File: config.mk
export PLATFORM = sky130hd
export DESIGN_NAME = drs_top
export DESIGN_NICKNAME = d
export VERILOG_FILES = /design/src/drs_pkg.sv /design/src/drs_sync.sv /design/src/drs_timer.sv /design/src/drs_top.sv
export SDC_FILE = /design/constraint.sdc
export NUM_CORES = 1
export LEC_CHECK = 0
export ABC_AREA = 1
export BUFFER_PORTS_ARGS = -buffer_cell sky130_fd_sc_hd__buf_4
export CAP_MARGIN = 15
export CORE_ASPECT_RATIO = 0.6
export CORE_MARGIN = 1.5
export CORE_UTILIZATION = 40
export DETAILED_ROUTE_END_ITERATION = 8
export PLACE_DENSITY = 0.74
export SKIP_LAST_GASP = 1
export SLEW_MARGIN = 20
export SYNTH_ARGS = -nofsm -noshare
export SYNTH_HDL_FRONTEND = slang
export SYNTH_SLANG_ARGS = --single-unit
File: constraint.sdc
create_clock -name aclk -period 1.7 [get_ports aclk]
set_input_delay 0.17 -clock aclk [delete_from_list [all_inputs] [get_ports aclk]]
set_output_delay 0.17 -clock aclk [all_outputs]
set_load 0.01 [all_outputs]
File: src/drs_pkg.sv
// drs_pkg.sv: constants and types for the device reset sequencer
package drs_pkg;

	// ----------------------------------------------------------------
	// clock and timing
	// ----------------------------------------------------------------
	localparam int CLK_PERIOD_NS   = 50;
	localparam int EMIF_RATIO      = 4;
	localparam int P_NS            = CLK_PERIOD_NS;
	localparam int E_NS            = EMIF_RATIO * P_NS;
	localparam int T_RST_MIN_NS    = 250000;
	localparam int RST_MIN_CYC_DEF = T_RST_MIN_NS / CLK_PERIOD_NS;

	localparam int T_FALL_EMIF_NS  = 2 * E_NS;
	localparam int T_FALL_SYNC_NS  = 2 * E_NS;
	localparam int T_FALL_PIN_NS   = 0;
	localparam int T_RISE_SYNC_NS  = 2 * E_NS;
	localparam int T_RISE_EMIF_NS  = 16 * E_NS;
	localparam int T_RISE_LOW_NS   = 4 * P_NS;
	localparam int T_RISE_ZGRP_NS  = 4 * P_NS;

	localparam int PH_W            = 8;
	localparam int PULSE_W         = 13;

	function automatic logic [PH_W-1:0] drs_cyc_up(input int ns);
		drs_cyc_up = PH_W'((ns + CLK_PERIOD_NS - 1) / CLK_PERIOD_NS);
	endfunction : drs_cyc_up

	localparam logic [PH_W-1:0] FALL_EMIF_CYC = drs_cyc_up(T_FALL_EMIF_NS);
	localparam logic [PH_W-1:0] FALL_SYNC_CYC = drs_cyc_up(T_FALL_SYNC_NS);
	localparam logic [PH_W-1:0] FALL_PIN_CYC  = drs_cyc_up(T_FALL_PIN_NS);
	localparam logic [PH_W-1:0] RISE_SYNC_CYC = drs_cyc_up(T_RISE_SYNC_NS);
	localparam logic [PH_W-1:0] RISE_EMIF_CYC = drs_cyc_up(T_RISE_EMIF_NS);
	localparam logic [PH_W-1:0] RISE_LOW_CYC  = drs_cyc_up(T_RISE_LOW_NS);
	localparam logic [PH_W-1:0] RISE_ZGRP_CYC = drs_cyc_up(T_RISE_ZGRP_NS);

	localparam logic [4:0]      WARM_HOLD_CYC = 5'h10;

	// ----------------------------------------------------------------
	// register map
	// ----------------------------------------------------------------
	localparam int          AXI_AW       = 8;
	localparam logic [7:0]  CTRL_OFF     = 8'h00;
	localparam logic [7:0]  STATUS_OFF   = 8'h04;
	localparam int          CTRL_EMU_BIT = 0;
	localparam int          CTRL_CLR_BIT = 1;
	localparam int          ST_PCI_BIT   = 8;
	localparam int          ST_SP2_BIT   = 9;
	localparam int          ST_INRST_BIT = 10;
	localparam int          ST_SHORT_BIT = 11;
	localparam int          ST_CAUSE_LSB = 12;
	localparam logic [1:0]  RESP_OKAY    = 2'h0;
	localparam logic [1:0]  RESP_SLVERR  = 2'h2;
	localparam logic [7:0]  BOOT_RST     = 8'h00;

	typedef enum logic [1:0] {
		CAUSE_NONE,
		CAUSE_HW,
		CAUSE_WARM,
		CAUSE_EMU
	} drs_cause_t;

	typedef enum logic [1:0] {
		ST_RUN,
		ST_FALL,
		ST_RISE
	} drs_state_t;

endpackage : drs_pkg

File: src/drs_sync.sv
// drs_sync.sv: two-flop synchroniser for the hardware reset input
module drs_sync (
	input  wire logic aclk,
	input  wire logic aresetn,
	input  wire logic d_in,
	output logic      q_out
);
	logic meta_r;

	always_ff @(posedge aclk) begin
		if (!aresetn) begin
			meta_r <= 1'b0;
			q_out  <= 1'b0;
		end else begin
			meta_r <= d_in;
			q_out  <= meta_r;
		end
	end

endmodule : drs_sync

File: src/drs_timer.sv
// drs_timer.sv: saturating cycle counter with synchronous clear
module drs_timer #(
	parameter int W = 8
) (
	input  wire logic         aclk,
	input  wire logic         aresetn,
	input  wire logic         clr,
	output logic [W-1:0]      cnt
);
	always_ff @(posedge aclk) begin
		if (!aresetn || clr) begin
			cnt <= '0;
		end else if (cnt != {W{1'b1}}) begin
			cnt <= cnt + W'(1);
		end
	end

endmodule : drs_timer

File: src/drs_top.sv
// drs_top.sv: reset sequencer with strap capture and axi4-lite registers
module drs_top #(
	parameter int RST_MIN_CYC = drs_pkg::RST_MIN_CYC_DEF
) (
	input  wire logic                      aclk,
	input  wire logic                      aresetn,
	input  wire logic [drs_pkg::AXI_AW-1:0] s_axi_awaddr,
	input  wire logic                      s_axi_awvalid,
	output logic                           s_axi_awready,
	input  wire logic [31:0]               s_axi_wdata,
	input  wire logic [3:0]                s_axi_wstrb,
	input  wire logic                      s_axi_wvalid,
	output logic                           s_axi_wready,
	output logic [1:0]                     s_axi_bresp,
	output logic                           s_axi_bvalid,
	input  wire logic                      s_axi_bready,
	input  wire logic [drs_pkg::AXI_AW-1:0] s_axi_araddr,
	input  wire logic                      s_axi_arvalid,
	output logic                           s_axi_arready,
	output logic [31:0]                    s_axi_rdata,
	output logic [1:0]                     s_axi_rresp,
	output logic                           s_axi_rvalid,
	input  wire logic                      s_axi_rready,
	input  wire logic                      reset_in_n,
	input  wire logic                      host_warm_reset,
	input  wire logic                      pci_reset_in,
	input  wire logic [3:0]                emif_address_bus_strap,
	input  wire logic                      endian_select_strap,
	input  wire logic                      pci_eeprom_autoinit_strap,
	input  wire logic                      host_data_bit5_strap,
	input  wire logic                      pci_enable_strap,
	input  wire logic                      serial_port2_enable_strap,
	input  wire logic                      hold_request_in,
	output logic                           core_reset_n,
	output logic                           pci_sm_reset_n,
	output logic [7:0]                     boot_cfg,
	output logic                           emif_clk_resync,
	output logic                           emif_output_clock1_oe,
	output logic                           emif_bus_oe,
	output logic                           hold_acknowledge_oe,
	output logic                           bus_request_oe,
	output logic                           eeprom_chip_select_oe,
	output logic                           eeprom_serial_clock_oe,
	output logic                           eeprom_serial_out_oe,
	output logic                           zgroup_oe
);
	import drs_pkg::*;

	// ----------------------------------------------------------------
	// declarations
	// ----------------------------------------------------------------
	logic                hw_n_sync;
	logic                hw_n_q_r;
	logic [PH_W-1:0]     ph_cnt;
	logic [PULSE_W-1:0]  pulse_cnt;
	drs_state_t          st_r;
	drs_state_t          st_nxt;
	logic [4:0]          warm_cnt_r;
	logic                warm_req;
	logic                rst_active;
	logic                pci_en_cap_r;
	logic                sp2_cap_r;
	logic                eeprom_early;
	drs_cause_t          cause_r;
	logic                emu_req_r;
	logic                short_flag_r;
	logic                short_set;
	logic                aw_got_r;
	logic                w_got_r;
	logic [AXI_AW-1:0]   awaddr_q_r;
	logic [31:0]         wdata_q_r;
	logic [3:0]          wstrb_q_r;
	logic                wr_fire;
	logic                wr_ctrl;
	logic [31:0]         status_word;

	// ----------------------------------------------------------------
	// group enable helper
	// ----------------------------------------------------------------
	function automatic logic grp_nxt(
		input logic            cur,
		input drs_state_t      st,
		input logic [PH_W-1:0] cnt,
		input logic [PH_W-1:0] fall_cyc,
		input logic [PH_W-1:0] rise_cyc
	);
		if (cur) begin
			grp_nxt = !(st == ST_FALL && cnt >= fall_cyc);
		end else begin
			grp_nxt = (st == ST_RUN) || (st == ST_RISE && cnt >= rise_cyc);
		end
	endfunction : grp_nxt

	// ----------------------------------------------------------------
	// reset input synchronisation and pulse width check
	// ----------------------------------------------------------------
	drs_sync u_sync (
		.aclk    (aclk),
		.aresetn (aresetn),
		.d_in    (reset_in_n),
		.q_out   (hw_n_sync)
	);

	always_ff @(posedge aclk) begin
		if (!aresetn) begin
			hw_n_q_r <= 1'b0;
		end else begin
			hw_n_q_r <= hw_n_sync;
		end
	end

	drs_timer #(.W(PULSE_W)) u_pulse (
		.aclk    (aclk),
		.aresetn (aresetn),
		.clr     (hw_n_sync),
		.cnt     (pulse_cnt)
	);

	// a release after a too short low pulse is flagged for software
	assign short_set = hw_n_sync && !hw_n_q_r &&
		(32'(pulse_cnt) < 32'(RST_MIN_CYC));

	// ----------------------------------------------------------------
	// strap capture, only while the hardware reset is low
	// ----------------------------------------------------------------
	always_ff @(posedge aclk) begin
		if (!aresetn) begin
			boot_cfg     <= BOOT_RST;
			pci_en_cap_r <= 1'b0;
			sp2_cap_r    <= 1'b0;
		end else if (!hw_n_sync) begin
			boot_cfg     <= {host_data_bit5_strap, pci_eeprom_autoinit_strap,
				endian_select_strap, 1'b0, emif_address_bus_strap};
			pci_en_cap_r <= pci_enable_strap;
			sp2_cap_r    <= serial_port2_enable_strap;
		end
	end
	// warm and emulation resets leave the captured values alone

	assign eeprom_early = pci_en_cap_r && !sp2_cap_r;

	// ----------------------------------------------------------------
	// warm and emulation reset
	// ----------------------------------------------------------------
	assign warm_req = (host_warm_reset && pci_en_cap_r) || emu_req_r;

	always_ff @(posedge aclk) begin
		if (!aresetn) begin
			warm_cnt_r <= 5'h00;
		end else if (warm_req) begin
			warm_cnt_r <= WARM_HOLD_CYC;
		end else if (warm_cnt_r != 5'h00) begin
			warm_cnt_r <= warm_cnt_r - 5'h01;
		end
	end

	always_ff @(posedge aclk) begin
		if (!aresetn) begin
			cause_r <= CAUSE_NONE;
		end else if (!hw_n_sync) begin
			cause_r <= CAUSE_HW;
		end else if (emu_req_r) begin
			cause_r <= CAUSE_EMU;
		end else if (warm_req) begin
			cause_r <= CAUSE_WARM;
		end
	end

	assign rst_active = !hw_n_sync || (warm_cnt_r != 5'h00);

	// ----------------------------------------------------------------
	// sequencer state machine
	// ----------------------------------------------------------------
	always_comb begin
		st_nxt = st_r;
		unique case (st_r)
			ST_RUN: begin
				if (rst_active) st_nxt = ST_FALL;
			end
			ST_FALL: begin
				// a cut pulse still runs the fall sequence to its end
				if (!rst_active && ph_cnt >= FALL_EMIF_CYC) st_nxt = ST_RISE;
			end
			ST_RISE: begin
				if (rst_active) st_nxt = ST_FALL;
				else if (ph_cnt >= RISE_EMIF_CYC) st_nxt = ST_RUN;
			end
			default: st_nxt = ST_FALL;
		endcase
	end

	always_ff @(posedge aclk) begin
		if (!aresetn) begin
			st_r <= ST_FALL;
		end else begin
			st_r <= st_nxt;
		end
	end

	drs_timer #(.W(PH_W)) u_phase (
		.aclk    (aclk),
		.aresetn (aresetn),
		.clr     (st_nxt != st_r),
		.cnt     (ph_cnt)
	);

	// ----------------------------------------------------------------
	// core and pci resets
	// ----------------------------------------------------------------
	always_ff @(posedge aclk) begin
		if (!aresetn) begin
			core_reset_n <= 1'b0;
		end else begin
			core_reset_n <= (st_r != ST_FALL);
		end
	end

	// pci machine reset follows its own input only
	always_ff @(posedge aclk) begin
		if (!aresetn) begin
			pci_sm_reset_n <= 1'b0;
		end else begin
			pci_sm_reset_n <= !pci_reset_in;
		end
	end

	// ----------------------------------------------------------------
	// pin group enables
	// ----------------------------------------------------------------
	always_ff @(posedge aclk) begin
		if (!aresetn) begin
			emif_clk_resync <= 1'b0;
		end else begin
			emif_clk_resync <= (st_r == ST_FALL && ph_cnt == FALL_SYNC_CYC) ||
				(st_r == ST_RISE && ph_cnt == RISE_SYNC_CYC);
		end
	end

	always_ff @(posedge aclk) begin
		if (!aresetn) begin
			emif_output_clock1_oe <= 1'b0;
			emif_bus_oe           <= 1'b0;
		end else begin
			emif_output_clock1_oe <= grp_nxt(emif_output_clock1_oe, st_r, ph_cnt,
				FALL_EMIF_CYC, RISE_EMIF_CYC);
			emif_bus_oe           <= grp_nxt(emif_bus_oe, st_r, ph_cnt,
				FALL_EMIF_CYC, RISE_EMIF_CYC);
		end
	end

	// hold acknowledge follows the emif group timing whichever the hold request, as both branches are the same
	always_ff @(posedge aclk) begin
		if (!aresetn) begin
			hold_acknowledge_oe <= 1'b0;
			bus_request_oe      <= 1'b0;
		end else begin
			if (hold_request_in) begin
				hold_acknowledge_oe <= grp_nxt(hold_acknowledge_oe, st_r, ph_cnt,
					FALL_EMIF_CYC, RISE_EMIF_CYC);
			end else begin
				hold_acknowledge_oe <= grp_nxt(hold_acknowledge_oe, st_r, ph_cnt,
					FALL_EMIF_CYC, RISE_EMIF_CYC);
			end
			bus_request_oe <= grp_nxt(bus_request_oe, st_r, ph_cnt,
				FALL_EMIF_CYC, RISE_EMIF_CYC);
		end
	end

	always_ff @(posedge aclk) begin
		if (!aresetn) begin
			eeprom_chip_select_oe  <= 1'b0;
			eeprom_serial_clock_oe <= 1'b0;
			eeprom_serial_out_oe   <= 1'b0;
			zgroup_oe              <= 1'b0;
		end else begin
			eeprom_chip_select_oe <= grp_nxt(eeprom_chip_select_oe, st_r, ph_cnt,
				FALL_PIN_CYC, RISE_LOW_CYC);
			if (eeprom_early) begin
				eeprom_serial_clock_oe <= grp_nxt(eeprom_serial_clock_oe, st_r, ph_cnt,
					FALL_PIN_CYC, RISE_LOW_CYC);
				eeprom_serial_out_oe   <= grp_nxt(eeprom_serial_out_oe, st_r, ph_cnt,
					FALL_PIN_CYC, RISE_LOW_CYC);
			end else begin
				eeprom_serial_clock_oe <= grp_nxt(eeprom_serial_clock_oe, st_r, ph_cnt,
					FALL_PIN_CYC, RISE_ZGRP_CYC);
				eeprom_serial_out_oe   <= grp_nxt(eeprom_serial_out_oe, st_r, ph_cnt,
					FALL_PIN_CYC, RISE_ZGRP_CYC);
			end
			zgroup_oe <= grp_nxt(zgroup_oe, st_r, ph_cnt,
				FALL_PIN_CYC, RISE_ZGRP_CYC);
		end
	end

	// ----------------------------------------------------------------
	// axi4-lite write channel
	// ----------------------------------------------------------------
	assign wr_fire = aw_got_r && w_got_r && !s_axi_bvalid;
	assign wr_ctrl = wr_fire && (awaddr_q_r == CTRL_OFF) && wstrb_q_r[0];

	always_ff @(posedge aclk) begin
		if (!aresetn) begin
			s_axi_awready <= 1'b1;
			s_axi_wready  <= 1'b1;
			s_axi_bvalid  <= 1'b0;
			s_axi_bresp   <= RESP_OKAY;
			aw_got_r      <= 1'b0;
			w_got_r       <= 1'b0;
			awaddr_q_r    <= '0;
			wdata_q_r     <= 32'h0000_0000;
			wstrb_q_r     <= 4'h0;
		end else begin
			if (s_axi_awvalid && s_axi_awready) begin
				aw_got_r      <= 1'b1;
				awaddr_q_r    <= s_axi_awaddr;
				s_axi_awready <= 1'b0;
			end
			if (s_axi_wvalid && s_axi_wready) begin
				w_got_r      <= 1'b1;
				wdata_q_r    <= s_axi_wdata;
				wstrb_q_r    <= s_axi_wstrb;
				s_axi_wready <= 1'b0;
			end
			if (wr_fire) begin
				aw_got_r     <= 1'b0;
				w_got_r      <= 1'b0;
				s_axi_bvalid <= 1'b1;
				s_axi_bresp  <= (awaddr_q_r == CTRL_OFF || awaddr_q_r == STATUS_OFF) ?
					RESP_OKAY : RESP_SLVERR;
			end
			if (s_axi_bvalid && s_axi_bready) begin
				s_axi_bvalid  <= 1'b0;
				s_axi_awready <= 1'b1;
				s_axi_wready  <= 1'b1;
			end
		end
	end

	// control register effects: emulation reset pulse, short flag clear
	always_ff @(posedge aclk) begin
		if (!aresetn) begin
			emu_req_r    <= 1'b0;
			short_flag_r <= 1'b0;
		end else begin
			emu_req_r <= wr_ctrl && wdata_q_r[CTRL_EMU_BIT];
			if (short_set) begin
				short_flag_r <= 1'b1;
			end else if (wr_ctrl && wdata_q_r[CTRL_CLR_BIT]) begin
				short_flag_r <= 1'b0;
			end
		end
	end

	// ----------------------------------------------------------------
	// axi4-lite read channel
	// ----------------------------------------------------------------
	always_comb begin
		status_word                          = 32'h0000_0000;
		status_word[7:0]                     = boot_cfg;
		status_word[ST_PCI_BIT]              = pci_en_cap_r;
		status_word[ST_SP2_BIT]              = sp2_cap_r;
		status_word[ST_INRST_BIT]            = (st_r != ST_RUN);
		status_word[ST_SHORT_BIT]            = short_flag_r;
		status_word[ST_CAUSE_LSB+1:ST_CAUSE_LSB] = cause_r;
	end

	always_ff @(posedge aclk) begin
		if (!aresetn) begin
			s_axi_arready <= 1'b1;
			s_axi_rvalid  <= 1'b0;
			s_axi_rdata   <= 32'h0000_0000;
			s_axi_rresp   <= RESP_OKAY;
		end else begin
			if (s_axi_arvalid && s_axi_arready) begin
				s_axi_arready <= 1'b0;
				s_axi_rvalid  <= 1'b1;
				if (s_axi_araddr == STATUS_OFF) begin
					s_axi_rdata <= status_word;
					s_axi_rresp <= RESP_OKAY;
				end else if (s_axi_araddr == CTRL_OFF) begin
					s_axi_rdata <= 32'h0000_0000;
					s_axi_rresp <= RESP_OKAY;
				end else begin
					s_axi_rdata <= 32'h0000_0000;
					s_axi_rresp <= RESP_SLVERR;
				end
			end
			if (s_axi_rvalid && s_axi_rready) begin
				s_axi_rvalid  <= 1'b0;
				s_axi_arready <= 1'b1;
			end
		end
	end

endmodule : drs_top
* After elaboration in Yosys (flattened, before gate mapping)
Cells that the tools add are included.
Storage, ports and cells: output and inout bits 60, bits of input ports 72, register bits after elaboration 109
Operators by class: equal/unequal tests 10, muxes and demuxes 24, magnitude comparators 5, add/sub/neg operators 3, bitwise gates (word level) 1, reduce and logical (&&, ||, !) cells 50
Operators by type and width (number):
- 1-bit logical AND | 21
- 2-bit 2-to-1 mux | 9
- 8-bit by 3-bit == test with 1-bit output, second input constant | 2
- 8-bit zero test | 2
- 14-bit 2-to-1 mux | 1
- 13-bit by 1-bit adder with 13-bit output, second input constant | 1
- 13-bit < comparator, second input constant | 1
- 13-bit inequality test, second input constant | 1
- 1-bit 2-to-1 mux | 11
- 5-bit 2-to-1 mux | 2
- 8-bit by 1-bit adder with 8-bit output, second input constant | 1
- 8-bit by 4-bit == test with 1-bit output, second input constant | 1
- 8-bit by 1-bit greater-or-equal comparator with 1-bit output, second input constant | 1
- 8-bit by 3-bit greater-or-equal comparator with 1-bit output, second input constant | 1
- 8-bit by 4-bit greater-or-equal comparator with 1-bit output, second input constant | 1
- 8-bit by 7-bit greater-or-equal comparator with 1-bit output, second input constant | 1
- 1-bit zero test | 8
- 1-bit logical OR | 8
- 8-bit inequality test, second input constant | 1
- 2-bit nonzero test | 4
- 2-bit OR reduction | 4
- 2-bit case mux with 3 select lines | 1
- 5-bit nonzero test | 1
- 5-bit by 1-bit subtractor with 5-bit output, second input constant | 1
- 8 further kinds | 8

* Depth between registers and ports, before layout
depth after elaboration 8, gate-level depth with buffers 10, depth with buffers taken out 10

* Hierarchy
From an unflattened synthesis, not the netlist that was laid out.
Unflattened totals: cells, all modules 515, area total of the unflattened synthesis 3849.9 um^2
By module, submodules not included:
- drs_top | cells each 344, sequential area each 1301.2 um^2, area each 2678.8 um^2, times used 1
- drs_timer (u_pulse) | cells each 99, sequential area each 260.2 um^2, area each 690.7 um^2, times used 1
- drs_timer (u_phase) | cells each 66, sequential area each 160.2 um^2, area each 425.4 um^2, times used 1
- drs_sync | cells each 6, sequential area each 40.0 um^2, area each 55.1 um^2, times used 1

* Worst setup path after synthesis
OpenSTA, ideal clock, no wires.
kind reg2reg, start point reg u_pulse.cnt[0], end point reg u_pulse.cnt[0], arrival 1266 ps, path buffers 1, slack 314 ps, cell stages (with the launch flop) 8, clock period less this slack 1386 ps, cell sequence dfxtp_1 > ha_1 > nand3_4 > nor2_4 > nand3_2 > buf_6 > nand2_1 > a21oi_1
On the way: cells in the longest elaborated chain, start to end 1, elaborated cells between the ends (all ways) 2, those cells by class 1 x add/sub; 1 x eq/ne
RTL lines:
- start: declaration | line drs_timer.sv:8 | output logic [W-1:0] cnt
- start signal: assignment | line drs_timer.sv:14 | cnt <= cnt + W'(1);
- 13-bit by 1-bit adder with 13-bit output or 13-bit inequality test (tied branches) | line drs_timer.sv:14, drs_timer.sv:13
Parallel ways exist; a longest one is shown, timed or not. A chain may end at the register's enable or synchronous reset.

* Final worst setup path
start point reg u_pulse.cnt[0], end point reg u_pulse.cnt[10]
Same word-level chain as after synthesis.

==> flow_summary.html <==
<table>
<tr><th>Metric</th><th>Value</th></tr>
<tr><th colspan="2">Layout</th></tr>
<tr><td>Ratio of cells with drive above 1 in the final layout</td><td>0.198</td></tr>
<tr><td>Relative area change from synthesis to final layout</td><td>25.8%</td></tr>
<tr><td>Net total in the final layout</td><td>649</td></tr>
<tr><td>Final non-filler cell total</td><td>707</td></tr>
<tr><td>Number of inserted diodes</td><td>0</td></tr>
<tr><th colspan="2">Die</th></tr>
<tr><td>Die area</td><td>10100 um2</td></tr>
<tr><td>Site row count</td><td>27</td></tr>
<tr><td>Boundary pin count</td><td>132</td></tr>
<tr><td>Core area</td><td>9190 um2</td></tr>
<tr><td>Starting utilization of the core area</td><td>0.413</td></tr>
<tr><td>Overall die width</td><td>129 um</td></tr>
<tr><td>Vertical extent of the die</td><td>78.4 um</td></tr>
<tr><th colspan="2">Timing</th></tr>
<tr><td>Slew of the pin with the lowest slew margin</td><td>547 ps</td></tr>
<tr><td>Pins Over Slew Limit</td><td>0</td></tr>
<tr><td>Final sum of negative setup slack</td><td>0 ps</td></tr>
<tr><td>Number of failing setup endpoints in the final timing report</td><td>0</td></tr>
<tr><td>Time the worst path needs with I/O delays and setup</td><td>1510 ps</td></tr>
<tr><td>Crit share post-route</td><td>0.890</td></tr>
<tr><td>Final Hold Vio Count</td><td>0</td></tr>
<tr><td>Worst relative slew slack</td><td>0.635</td></tr>
<tr><td>Unrepaired setup endpoints after global routing</td><td>no</td></tr>
<tr><td>Maximum operating frequency</td><td>661 MHz</td></tr>
<tr><td>Worst Clk Skew</td><td>6.86 ps</td></tr>
<tr><th colspan="2">Worst setup path</th></tr>
<tr><td>Slowest CP cell</td><td>dfxtp_1</td></tr>
<tr><td>Launching element type of the critical path</td><td>flop</td></tr>
<tr><td>Cell-by-cell trace of the critical path</td><td>ha_1 &gt; nand3_4 &gt; nor2_4 &gt; nand3_2 &gt; nand3_1 &gt; nand2_1 &gt; inv_1</td></tr>
<tr><td>Critical path start-end classification</td><td>flop to flop</td></tr>
<tr><td>Required time of the worst setup path</td><td>1980 ps</td></tr>
<tr><td>Worst-path fanout max</td><td>12</td></tr>
<tr><td>Delay of the slowest cell on the worst path</td><td>430 ps</td></tr>
<tr><td>Kind of end point of the critical path</td><td>flop</td></tr>
<tr><td>Worst endpoint data arrival time</td><td>1800 ps</td></tr>
<tr><th colspan="2">Power and ir drop</th></tr>
<tr><td>Total power after layout</td><td>0.00534 W</td></tr>
<tr><td>Peak VDD IR</td><td>650 uV</td></tr>
<tr><td>Leakage power of the design</td><td>2.17 nW</td></tr>
<tr><td>PwrDens</td><td>1120 nW/um2</td></tr>
<tr><th colspan="2">GRT</th></tr>
<tr><td>Number of global-route vias before repair</td><td>3065</td></tr>
<tr><td>First-pass GRT wire length</td><td>14100 um</td></tr>
<tr><td>Total gr overflow</td><td>0</td></tr>
<tr><td>Global router's overall resource usage</td><td>0.176</td></tr>
<tr><td>Maximum number of pins on one net before global-route repair</td><td>29</td></tr>
<tr><td>Antenna violations before repair</td><td>0</td></tr>
<tr><th colspan="2">Logic synthesis</th></tr>
<tr><td>Ys flop type</td><td>dfxtp_1</td></tr>
<tr><td>Instance count of the mapped netlist</td><td>492</td></tr>
<tr><td>Leading post-synthesis cells by cell area</td><td>dfxtp_1 (46%), nand2_1 (7.9%), nor2_1 (7.2%)</td></tr>
<tr><td>Dominant cell by count in the synthesized netlist</td><td>dfxtp_1</td></tr>
<tr><td>Warnings from Yosys</td><td>0</td></tr>
<tr><td>Share of synthesized area occupied by flip-flops and latches</td><td>0.465</td></tr>
<tr><td>Proportion of synthesized flip-flops having asynchronous set or reset</td><td>0</td></tr>
<tr><td>Synth cell count leaders</td><td>dfxtp_1 (88), nand2_1 (80), nor2_1 (73), inv_1 (47), o21ai_0 (39)</td></tr>
<tr><td>Number of synthesized flops with an enable pin</td><td>0</td></tr>
<tr><td>Area fraction of the dominant cell type after synthesis</td><td>0.465</td></tr>
<tr><td>Mean cell area of the mapped netlist</td><td>7.71 um2</td></tr>
<tr><td>Number of library cell types mapped by synthesis</td><td>37</td></tr>
<tr><td>Flip-flop and latch count after synthesis</td><td>88</td></tr>
<tr><td>Cell taking the most area after synthesis</td><td>dfxtp_1</td></tr>
<tr><td>Post-synth design cell area</td><td>3790 um2</td></tr>
<tr><th colspan="2">Detailed routing</th></tr>
<tr><td>Routed via count divided by cell count</td><td>4.74</td></tr>
<tr><td>Remaining antenna violation count after routing</td><td>0</td></tr>
<tr><td>Average wire per standard cell</td><td>12.1 um</td></tr>
<tr><td>Number of remaining DRC errors</td><td>0</td></tr>
<tr><td>Routed wire length</td><td>8550 um</td></tr>
<tr><td>Number of optimization iterations in the first detailed-route pass</td><td>4</td></tr>
<tr><td>DRC marker count from the first detailed-route iteration</td><td>196</td></tr>
<tr><td>Total vias in the final route</td><td>3350</td></tr>
<tr><th colspan="2">Placement</th></tr>
<tr><td>Total of buffers placed on input and output ports</td><td>75</td></tr>
<tr><td>Cell total after placement</td><td>690</td></tr>
<tr><td>Routability congestion estimate</td><td>0.872</td></tr>
<tr><td>Half-perimeter wire length of the detailed placement result</td><td>6100 um</td></tr>
<tr><th colspan="2">Hold path</th></tr>
<tr><td>Hold Path Class</td><td>input port to flop</td></tr>
<tr><th colspan="2">Flow run</th></tr>
<tr><td>Total of max-cap violations</td><td>0</td></tr>
<tr><th colspan="2">CTS</th></tr>
<tr><td>Post-CTS Setup Bufs</td><td>0</td></tr>
<tr><td>TritonCTS clock tree</td><td>built</td></tr>
<tr><td>Number of sinks handled by clock tree synthesis</td><td>88</td></tr>
<tr><td>CTS Buf Count</td><td>9</td></tr>
<tr><td>Max H-tree Level</td><td>3</td></tr>
<tr><td>Cell chosen for the clock root</td><td>clkbuf_16</td></tr>
<tr><td>Clk slew on worst S/H paths</td><td>60 ps</td></tr>
<tr><td>Clk buf depth</td><td>2</td></tr>
<tr><td>Clk_lat worst skew</td><td>340 ps</td></tr>
<tr><th colspan="2">Run status</th></tr>
<tr><td>Outcome</td><td>finished clean</td></tr>
</table>
[where the power goes]
part	internal [W]	switching (W)
clock	0.00145	0.000826
combinational	0.000323	0.000438
sequential	0.00220	0.0000969
total	0.00397	0.00136
[logic make-up after synthesis]
family / share of synthesized area
compound gates: 0.128
xor+xnor: 0.0185
fa+ha+maj: 0.0165
buf+inv: 0.114
flops: 0.465
other cells: 0.000989
simple gates: 0.258
[metrics by stage]
stage                util  setup WS [ps]  hold slack (ps)  cell area, um2
finish              0.519            187             11.5            4770
global route        0.519           23.4             7.22            4770
CTS                 0.518            210            0.578            4760
detailed placement  0.480            223              329            4410
global placement    0.480            262              327            4410
floorplan               -            314              242            3870
[worst paths after layout]
kind	from	end	slack, ps	depth (start not counted)
worst min register to register	u_sync.meta_r$_SDFF_PN0_	u_sync.q_out$_SDFF_PN0_	420	2
worst max-delay path	u_pulse.cnt[0]$_SDFFE_PP0P_	u_pulse.cnt[10]$_SDFFE_PP0P_	190	7
worst min-delay path	reset_in_n	u_sync.meta_r$_SDFF_PN0_	10	3
worst max register to register	u_pulse.cnt[0]$_SDFFE_PP0P_	u_pulse.cnt[10]$_SDFFE_PP0P_	190	7
[sequential cells by signal, indices dropped and copies added, names as in the netlist, 2 cells and up]
signal and count:
s_axi_rdata 13, u_pulse.cnt 13, awaddr_q_r 8, u_phase.cnt 8, boot_cfg 7, warm_cnt_r 5, cause_r 2, st_r 2
wdata_q_r 2
[area by class of cell]
cell class	instances	area (um2)
fill	897	4420
sequential	88	1760
multi-input combinational	339	1680
timing repair buffer	83	626
clock buffer	10	229
inverter	51	191
tap	130	163
clock inverter	6	115
[cells in the final DEF (no fill, tap or decap), types with 3 or more instances in the layout]
cell and n:
dfxtp_1 88, buf_4 82, nand2_1 80, nor2_1 73, inv_1 47, o21ai_0 39, nand3_1 33, a21oi_1 31
conb_1 22, clkbuf_16 9, a22o_1 8, nand4_1 8, nor3_1 7, xor2_1 6, ha_1 5, a31oi_1 4
nand3_2 3, bufinv_16 3
[per-layer routing]
layer  track usage  part of all wire  vias up
met1         0.239              0.50     1524
met4        0.0438            0.0064        0
li1              -                 -     1721
met5             0                 0        -
met2         0.263              0.42       98
met3        0.0654             0.070        7
[critical path, delay by kind of cell, from the launching register on]
family | cells | cell delay, ps
fa+ha+maj | 1 | 250
flops | 1 | 430
buf+inv | 1 | 50
simple gates | 5 | 740
[what timing repair did]
item | 4_1_cts | 5_1_grt
endpoints found under the setup margin | 0 | 1
hold buffers | 1 | 0
resized for setup | 0 | 1
hold endpoints to repair | 1 | 0
Power figures use the tool's default switching activity.
